--- src/rtsa_cfg.svh ---
/*
 Constants for the transmit subaddress control word block: register
 offsets, field positions, reset values and mode codes.
 Assumes inclusion by its bare name from the package and the modules.
*/
`ifndef RTSA_CFG_SVH
`define RTSA_CFG_SVH

`define RTSA_ADDR_W 4
`define RTSA_OFS_CTRL 4'h0
`define RTSA_OFS_GLOBAL 4'h4
`define RTSA_OFS_EXTCFG 4'h8
`define RTSA_OFS_IRQ_STAT 4'hC

`define RTSA_BIT_FORCE_BUSY 12
`define RTSA_BIT_ACCESSED 11
`define RTSA_BIT_NEXT_BUF 10
`define RTSA_BIT_MODE_LO 0
`define RTSA_BIT_MODE_HI 1
`define RTSA_BIT_GLOBAL_BUSY 0
`define RTSA_BIT_HOLD_SEL 0
`define RTSA_BIT_IRQ_MASK_LO 8

`define RTSA_IRQ_W 3
`define RTSA_IRQ_DONE 0
`define RTSA_IRQ_OK 1
`define RTSA_IRQ_FAIL 2

`define RTSA_MODE_PINGPONG 2'h0
`define RTSA_MODE_INDEXED 2'h1
`define RTSA_MODE_CIRC1 2'h2
`define RTSA_MODE_CIRC2 2'h3

`define RTSA_CTRL_RESET 16'h0000
`define RTSA_ZERO32 32'h00000000
`define RTSA_UNMAPPED 32'hDEADBEEF

`endif

--- src/rtsa_pkg.sv ---
/*
 Types shared by the transmit subaddress control word block.
 Assumes rtsa_cfg.svh is reachable on the include path.
*/
`include "rtsa_cfg.svh"

package rtsa_pkg;

    typedef struct packed {
        logic done;
        logic ok;
        logic busy;
        logic fail;
    } rtsa_msg_type;

    typedef enum logic [1:0] {
        RTSA_IDLE = 2'b00,
        RTSA_RESP = 2'b01
    } rtsa_state_type;

endpackage : rtsa_pkg

--- src/rtsa_selector.sv ---
/*
 Next-buffer selector and accessed flag of one transmit subaddress.
 Assumes message completion events arrive as one-cycle pulses on SYS_CLK.
*/
`timescale 1ns/1ps
`include "rtsa_cfg.svh"

module rtsa_selector
    import rtsa_pkg::*;
(
    // Clock and reset
    input wire logic clk,
    input wire logic rst_n,
    input wire logic soft_rst,
    // Events
    input wire rtsa_msg_type msg,
    input wire logic ctrl_read,
    input wire logic [1:0] mode,
    input wire logic hold_sel,
    // State
    output logic accessed,
    output logic next_buf
);

    logic accessed_ff;
    logic nxt_accessed;
    logic next_buf_ff;
    logic nxt_next_buf;
    logic pingpong;

    assign pingpong = (mode == `RTSA_MODE_PINGPONG);

    always_comb
    begin
        nxt_accessed = accessed_ff;
        if (ctrl_read)
        begin
            nxt_accessed = 1'b0;
        end
        // Set wins over a clearing read in the same cycle
        if (msg.done)
        begin
            nxt_accessed = 1'b1;
        end
        if (soft_rst)
        begin
            nxt_accessed = 1'b0;
        end
    end

    always_comb
    begin
        nxt_next_buf = next_buf_ff;
        // Busy never toggles; failures toggle only without the hold bit
        if (msg.done && pingpong && !msg.busy)
        begin
            if (msg.ok || (msg.fail && !hold_sel))
            begin
                nxt_next_buf = ~next_buf_ff;
            end
        end
        if (soft_rst)
        begin
            nxt_next_buf = 1'b0;
        end
    end

    always_ff @(posedge clk or negedge rst_n)
    begin
        if (!rst_n)
        begin
            accessed_ff <= 1'b0;
            next_buf_ff <= 1'b0;
        end
        else
        begin
            accessed_ff <= nxt_accessed;
            next_buf_ff <= nxt_next_buf;
        end
    end

    assign accessed = accessed_ff;
    assign next_buf = next_buf_ff;

endmodule : rtsa_selector

--- src/rtsa_ctrl_word.sv ---
/*
 Transmit subaddress control word: force-busy, accessed flag and
 ping-pong next-buffer selector, with an Avalon-MM register slave.
 Assumes the bus controller side is logic on SYS_CLK giving one-cycle
 pulses; RESETN is the master reset.
*/
// Functional notes
// - Per-subaddress busy bit forces Busy answer
// - Global busy or local busy both apply
// - Busy: no data, selector unchanged
// - Message completion sets accessed flag
// - Resets or control word read clear flag
// - Selector picks pointer A or B
// - Ping-pong: invert selector after good message
// - Resets clear selector to zero
// - Other buffer modes ignore selector
`timescale 1ns/1ps
`include "rtsa_cfg.svh"

module rtsa_ctrl_word
    import rtsa_pkg::*;
(
    // Clock and reset
    input wire logic SYS_CLK,
    input wire logic RESETN,
    // Avalon-MM slave
    input wire logic [`RTSA_ADDR_W-1:0] AVS_ADDRESS,
    input wire logic AVS_READ,
    input wire logic AVS_WRITE,
    input wire logic [31:0] AVS_WRITEDATA,
    input wire logic [3:0] AVS_BYTEENABLE,
    output logic [31:0] AVS_READDATA,
    output logic AVS_WAITREQUEST,
    // Reset command
    input wire logic SOFT_RESET_COMMAND,
    // Bus controller side
    input wire logic TX_CMD_VALID,
    input wire logic MSG_DONE,
    input wire logic MSG_ERROR,
    output logic RESP_VALID,
    output logic RESP_BUSY,
    output logic RESP_SEND_DATA,
    output logic RESP_USE_PTR_B,
    // Interrupt
    output logic IRQ
);

    logic [15:0] ctrl_ff;
    logic [15:0] nxt_ctrl;
    logic global_busy_ff;
    logic nxt_global_busy;
    logic hold_sel_ff;
    logic nxt_hold_sel;
    logic [`RTSA_IRQ_W-1:0] irq_stat_ff;
    logic [`RTSA_IRQ_W-1:0] nxt_irq_stat;
    logic [`RTSA_IRQ_W-1:0] irq_mask_ff;
    logic [`RTSA_IRQ_W-1:0] nxt_irq_mask;
    logic [31:0] rdata_ff;
    logic [31:0] nxt_rdata;
    logic ack_ff;
    logic nxt_ack;
    rtsa_state_type state_ff;
    rtsa_state_type nxt_state;
    logic resp_busy_ff;
    logic nxt_resp_busy;
    logic busy_ff;
    logic nxt_busy;
    logic use_b_ff;
    logic nxt_use_b;
    logic accessed;
    logic next_buf;
    logic ctrl_read;
    logic wr_take;
    logic rd_take;
    logic busy_now;
    logic [1:0] mode;
    rtsa_msg_type msg;

    function automatic logic [15:0] merge_bytes(input logic [15:0] old,
                                                input logic [31:0] wd,
                                                input logic [3:0] be);
        logic [15:0] res;
        res = old;
        if (be[0])
        begin
            res[7:0] = wd[7:0];
        end
        if (be[1])
        begin
            res[15:8] = wd[15:8];
        end
        return res;
    endfunction : merge_bytes

    function automatic logic hit(input logic [`RTSA_ADDR_W-1:0] a,
                                 input logic [`RTSA_ADDR_W-1:0] ofs);
        return a == ofs;
    endfunction : hit

    // One wait cycle per access: request taken on the edge where ack is set
    assign wr_take = AVS_WRITE && !ack_ff;
    assign rd_take = AVS_READ && !ack_ff;
    assign AVS_WAITREQUEST = (AVS_READ || AVS_WRITE) && !ack_ff;
    assign AVS_READDATA = rdata_ff;
    assign ctrl_read = rd_take && hit(AVS_ADDRESS, `RTSA_OFS_CTRL);

    assign mode = ctrl_ff[`RTSA_BIT_MODE_HI:`RTSA_BIT_MODE_LO];

    // Either busy source applies; the local bit only covers this subaddress
    assign busy_now = ctrl_ff[`RTSA_BIT_FORCE_BUSY] || global_busy_ff;

    assign msg.done = MSG_DONE;
    assign msg.busy = busy_ff;
    assign msg.ok = MSG_DONE && !MSG_ERROR && !busy_ff;
    assign msg.fail = MSG_DONE && MSG_ERROR;

    rtsa_selector u_selector (
        .clk(SYS_CLK),
        .rst_n(RESETN),
        .soft_rst(SOFT_RESET_COMMAND),
        .msg(msg),
        .ctrl_read(ctrl_read),
        .mode(mode),
        .hold_sel(hold_sel_ff),
        .accessed(accessed),
        .next_buf(next_buf)
    );

    // Register bank
    always_comb
    begin
        nxt_ctrl = ctrl_ff;
        nxt_global_busy = global_busy_ff;
        nxt_hold_sel = hold_sel_ff;
        nxt_irq_mask = irq_mask_ff;
        nxt_irq_stat = irq_stat_ff;
        nxt_rdata = rdata_ff;
        nxt_ack = (AVS_READ || AVS_WRITE) && !ack_ff;
        if (wr_take)
        begin
            case (AVS_ADDRESS)
                `RTSA_OFS_CTRL:
                begin
                    nxt_ctrl = merge_bytes(ctrl_ff, AVS_WRITEDATA, AVS_BYTEENABLE);
                end
                `RTSA_OFS_GLOBAL:
                begin
                    if (AVS_BYTEENABLE[0])
                    begin
                        nxt_global_busy = AVS_WRITEDATA[`RTSA_BIT_GLOBAL_BUSY];
                    end
                end
                `RTSA_OFS_EXTCFG:
                begin
                    if (AVS_BYTEENABLE[0])
                    begin
                        nxt_hold_sel = AVS_WRITEDATA[`RTSA_BIT_HOLD_SEL];
                    end
                end
                `RTSA_OFS_IRQ_STAT:
                begin
                    if (AVS_BYTEENABLE[0])
                    begin
                        nxt_irq_stat = irq_stat_ff & ~AVS_WRITEDATA[`RTSA_IRQ_W-1:0];
                    end
                    if (AVS_BYTEENABLE[1])
                    begin
                        nxt_irq_mask = AVS_WRITEDATA[`RTSA_BIT_IRQ_MASK_LO +: `RTSA_IRQ_W];
                    end
                end
                default:
                begin
                    nxt_ctrl = ctrl_ff;
                end
            endcase
        end
        // Accessed and selector bits are device-owned, never stored here
        nxt_ctrl[`RTSA_BIT_ACCESSED] = 1'b0;
        nxt_ctrl[`RTSA_BIT_NEXT_BUF] = 1'b0;
        // Events set after the clear so a same-cycle event is kept
        if (msg.done)
        begin
            nxt_irq_stat[`RTSA_IRQ_DONE] = 1'b1;
        end
        if (msg.ok)
        begin
            nxt_irq_stat[`RTSA_IRQ_OK] = 1'b1;
        end
        if (msg.fail)
        begin
            nxt_irq_stat[`RTSA_IRQ_FAIL] = 1'b1;
        end
        if (rd_take)
        begin
            nxt_rdata = `RTSA_ZERO32;
            case (AVS_ADDRESS)
                `RTSA_OFS_CTRL:
                begin
                    nxt_rdata[15:0] = ctrl_ff;
                    nxt_rdata[`RTSA_BIT_ACCESSED] = accessed;
                    nxt_rdata[`RTSA_BIT_NEXT_BUF] = next_buf;
                end
                `RTSA_OFS_GLOBAL:
                begin
                    nxt_rdata[`RTSA_BIT_GLOBAL_BUSY] = global_busy_ff;
                end
                `RTSA_OFS_EXTCFG:
                begin
                    nxt_rdata[`RTSA_BIT_HOLD_SEL] = hold_sel_ff;
                end
                `RTSA_OFS_IRQ_STAT:
                begin
                    nxt_rdata[`RTSA_IRQ_W-1:0] = irq_stat_ff;
                    nxt_rdata[`RTSA_BIT_IRQ_MASK_LO +: `RTSA_IRQ_W] = irq_mask_ff;
                end
                default:
                begin
                    nxt_rdata = `RTSA_UNMAPPED;
                end
            endcase
        end
        // Soft reset clears device-held status only; host settings survive
        if (SOFT_RESET_COMMAND)
        begin
            nxt_irq_stat = '0;
        end
    end

    always_ff @(posedge SYS_CLK or negedge RESETN)
    begin
        if (!RESETN)
        begin
            ctrl_ff <= `RTSA_CTRL_RESET;
            global_busy_ff <= 1'b0;
            hold_sel_ff <= 1'b0;
            irq_stat_ff <= '0;
            irq_mask_ff <= '0;
            rdata_ff <= `RTSA_ZERO32;
            ack_ff <= 1'b0;
        end
        else
        begin
            ctrl_ff <= nxt_ctrl;
            global_busy_ff <= nxt_global_busy;
            hold_sel_ff <= nxt_hold_sel;
            irq_stat_ff <= nxt_irq_stat;
            irq_mask_ff <= nxt_irq_mask;
            rdata_ff <= nxt_rdata;
            ack_ff <= nxt_ack;
        end
    end

    assign IRQ = |(irq_stat_ff & irq_mask_ff);

    // Command response: busy and buffer choice latched at command time
    always_comb
    begin
        nxt_state = state_ff;
        nxt_resp_busy = resp_busy_ff;
        nxt_busy = busy_ff;
        nxt_use_b = use_b_ff;
        case (state_ff)
            RTSA_IDLE:
            begin
                if (TX_CMD_VALID)
                begin
                    nxt_state = RTSA_RESP;
                    nxt_resp_busy = busy_now;
                    nxt_busy = busy_now;
                    // Pointer B only counts in ping-pong mode
                    nxt_use_b = next_buf && (mode == `RTSA_MODE_PINGPONG);
                end
            end
            RTSA_RESP:
            begin
                if (MSG_DONE)
                begin
                    nxt_state = RTSA_IDLE;
                    nxt_busy = 1'b0;
                end
            end
            default:
            begin
                nxt_state = RTSA_IDLE;
            end
        endcase
    end

    always_ff @(posedge SYS_CLK or negedge RESETN)
    begin
        if (!RESETN)
        begin
            state_ff <= RTSA_IDLE;
            resp_busy_ff <= 1'b0;
            busy_ff <= 1'b0;
            use_b_ff <= 1'b0;
        end
        else
        begin
            state_ff <= nxt_state;
            resp_busy_ff <= nxt_resp_busy;
            busy_ff <= nxt_busy;
            use_b_ff <= nxt_use_b;
        end
    end

    assign RESP_VALID = (state_ff == RTSA_RESP);
    assign RESP_BUSY = resp_busy_ff;
    assign RESP_SEND_DATA = RESP_VALID && !resp_busy_ff;
    assign RESP_USE_PTR_B = use_b_ff;

endmodule : rtsa_ctrl_word

--- config.mk ---
export PLATFORM = sky130hd
export DESIGN_NAME = rtsa_ctrl_word
export DESIGN_NICKNAME = d
export VERILOG_FILES = /design/src/rtsa_pkg.sv /design/src/rtsa_selector.sv /design/src/rtsa_ctrl_word.sv
export VERILOG_INCLUDE_DIRS = /design/src
export SDC_FILE = /design/constraint.sdc
export NUM_CORES = 1
export LEC_CHECK = 0
export ABC_AREA = 1
export ABC_CLOCK_PERIOD_IN_PS = 2050
export BUFFER_PORTS_ARGS = -buffer_cell sky130_fd_sc_hd__buf_2
export CORE_MARGIN = 2
export CORE_UTILIZATION = 52
export DETAILED_ROUTE_END_ITERATION = 10
export HOLD_SLACK_MARGIN = 0.12
export PLACE_DENSITY = 0.85
export SLEW_MARGIN = 0
export SYNTH_ARGS = -nofsm -noshare
export SYNTH_HDL_FRONTEND = slang
export SYNTH_HIERARCHICAL = 1
export SYNTH_SLANG_ARGS = --single-unit
--- constraint.sdc ---
create_clock -name SYS_CLK -period 2.05 [get_ports SYS_CLK]
set_input_delay 0 -clock SYS_CLK [delete_from_list [all_inputs] [get_ports SYS_CLK]]
set_output_delay 0 -clock SYS_CLK [all_outputs]
set_load 0.01 [all_outputs]
==> impl_metrics.tcl <==
set metrics [dict create \
    post-route-period-util_pct 91.9 \
    rsz0062_at_grt "false" \
    hpwl_um 3400 \
    fill_cells 317 \
    layout-drive-gt1-share_pct 26.2 \
    area_delta_synth_final_pct 31.2 \
    syn_area_per_cell_um2 8.62 \
    clock_skew_ps 6.48 \
    io_buffers 61 \
    multi_input_area_um2 769 \
    wl_per_cell_um 13.2 \
    power_frac_clock_pct 27.8 \
    crit_path_start_kind "flop" \
    power.internal_mw 1.68 \
    start_util_pct 54.2 \
    viasPerCell 4.98 \
    dr_total_vias 1942 \
    dpl_worst_slack_ps 536 \
    finalMaxSlewViolations 0 \
    crit_chain "inv_2 -> nand2_2 -> nor2_1 -> nand4_1 -> dlygate4sd3_1 -> o21ai_0" \
    placed_area_um2 2430 \
    wl_um 5140 \
    slowest_delay_ps 600 \
    setup_viol 0 \
    fin_setup_tns_ps 0 \
    die_x_um 68.8 \
    seq_area_um2 1150 \
    p_leak_nw 1.44 \
    synth_cells 253 \
    first_pass_iters 4 \
    cts.htree.levels 2 \
    cts_buffers 5 \
    final_area_um2 2860 \
    fin_crit_ps 1880 \
    core-area_um2 4030 \
    p_sw_share_pct 30.0 \
    antenna_cells 0 \
    max_cap_violations 0 \
    arrival_ps 2100 \
    die_area_um2 4730 \
    holdWs_ps 142 \
    relSlewSlack_pct 57.5 \
    setup_slack_ps 167 \
    crit_slowest_cell "dlygate4sd3_1" \
    hp-class "primary input to flop" \
    gr-usage-all-layers_pct 23.7 \
    ys_seq_elements 46 \
    fin_cells 390 \
    p_comb_share_pct 23.1 \
    worstMarginPinSlew_ps 636 \
    grt_max_degree 27 \
    yosysSeqAreaShare_pct 52.8 \
    finalHoldViolations 0 \
    ir_drop_uv 618 \
    grt_antenna_before_repair 0 \
    drtIter0Drc 113 \
    grt_first_pass_wirelength_um 8180 \
    cts_buffer_depth 2 \
    power_per_cell_area_nw_per_um2 840 \
    gp_congestion 0.818 \
    power_switching_uw 722 \
    syn_area_um2 2180 \
    numClockSinks 46 \
    p_seq_share_pct 49.1 \
    cts-root-buf "clkbuf_8" \
    place_inst 350 \
    clk_latency_ps 300 \
    cts_tree "done" \
    synth_cell_type_count 26 \
    ys_warn_count 6 \
    drc_errors 0 \
    path_class "flop to flop" \
    required_ps 2270 \
    fmax_mhz 531 \
    num_rows 23 \
    path_clk_slew_ps 90 \
    status "complete, no violations" \
    end_kind "flop" \
    io_pins 86 \
    grt_overflow 0 \
    cp_max_fo 5 \
    final_antenna_net_count 0 \
    finalNetCount 387 \
    die_h_um 68.8 \
    grt_pass1_vias 1806 \
]
## per-layer routing
| layer | global-route usage (%) | up-vias | part of all wire, % |
|---|---|---|---|
| met5 | 0 | - | 0 |
| met4 | 10.5 | 0 | 2.8 |
| met3 | 3.08 | 13 | 7.2 |
| met2 | 41.9 | 86 | 52 |
| met1 | 28.7 | 890 | 38 |
| li1 | - | 953 | - |
## registers in the layout (all words and copies together), names as in the netlist
signal               cells
ctrl_ff                 14
RESP_USE_PTR_B           1
RESP_BUSY                1
busy_ff                  1
state_ff                 1
ack_ff                   1
hold_sel_ff              1
global_busy_ff           1
u_selector/next_buf      1
u_selector/accessed      1
irq_mask_ff              3
irq_stat_ff              3
AVS_READDATA            17
## worst paths after layout
kind	startpoint	to	slack (ps)	cells after the start
max	ack_ff$_DFF_PN0_	global_busy_ff$_DFFE_PN0P_	170	6
min	AVS_ADDRESS[1]	global_busy_ff$_DFFE_PN0P_	140	5
max reg2reg	ack_ff$_DFF_PN0_	global_busy_ff$_DFFE_PN0P_	170	6
min reg2reg	RESP_USE_PTR_B$_DFFE_PN0P_	RESP_USE_PTR_B$_DFFE_PN0P_	490	2
max in group asynchronous	RESETN	global_busy_ff$_DFFE_PN0P_	1150	3
min in group asynchronous	RESETN	AVS_READDATA[13]$_DFFE_PN0N_	190	2
## layout by cell type, fill, tap and decap left out
cell type / instances
a21oi_1: 21
buf_2: 61
buf_4: 2
bufinv_16: 1
clkbuf_1: 2
clkbuf_8: 5
conb_1: 5
dfrtp_1: 46
dlygate4sd3_1: 31
inv_1: 36
inv_2: 2
nand2_1: 48
nand2_2: 4
nand2_4: 1
nand3_1: 15
nand3_2: 1
nand3b_1: 1
nand4_1: 2
nor2_1: 12
nor2_2: 3
nor2_4: 4
nor3_2: 1
nor3_4: 1
o21a_1: 1
o21ai_0: 29
o21ai_1: 1
o21ai_2: 2
o21bai_1: 1
or2_2: 1
## worst max-delay path, delay by kind of cell, from the launching register on
kind | cells | cell delay (ps)
buf+inv | 2 | 670
compound gates | 1 | 150
flops | 1 | 430
simple gates | 3 | 550
## what timing repair did
action | 4_1_cts | 5_1_grt
buffers inserted | 0 | 1
endpoints found under the hold margin | 54 | 0
gates resized for setup | 0 | 1
hold buffers | 32 | 0
setup endpoints to repair | 0 | 1
## kinds of logic after synthesis
family	Yosys count	share of synthesized area (%)
flip-flops	46	52.8
other	1	0.172
buffers and inverters	57	12.9
AO/OA/AOI/OAI	55	13.2
AND/OR/NAND/NOR	94	21.0
## final cells by class
type | count | area share, %
Multi-Input combinational cell | 154 | 26.9
Timing Repair Buffer | 94 | 22.0
Inverter | 38 | 4.98
Clock inverter | 1 | 1.05
Clock buffer | 7 | 2.67
Sequential cell | 46 | 40.2
Tap cell | 50 | 2.19
## power by group through the flow
stage          clock network, mW  registers, mW  logic, mW
5_1_grt                    0.713           1.20      0.623
2_1_floorplan                  0           1.21      0.300
4_1_cts                    0.675           1.18      0.550
3_3_place_gp                   0           1.19      0.475
3_5_place_dp                   0           1.19      0.494
6_report                   0.669           1.18      0.556
## stage by stage
step                util [%]  total power, mW
finish                  71.1             2.40
global route            71.1             2.54
CTS                     71.0             2.40
detailed placement      60.4             1.69
global placement        60.4             1.66
floorplan                  -             1.51
## cells in the mapped netlist (all sizes together)
| master | number | share of area [%] |
|---|---|---|
| o21a | 1 | 0.34 |
| nor3 | 2 | 0.97 |
| nand4 | 2 | 0.57 |
| nand3 | 16 | 3.9 |
| conb | 1 | 0.17 |
| o21ai | 32 | 7.7 |
| inv | 38 | 6.5 |
| nand2 | 53 | 9.9 |
| buf | 19 | 6.4 |
| dfrtp | 46 | 53 |
| nand3b | 1 | 0.34 |
| a21oi | 21 | 4.8 |
| or2 | 1 | 0.29 |
| o21bai | 1 | 0.34 |
| nor2 | 19 | 5.0 |
(Power assumes the default switching activity.)
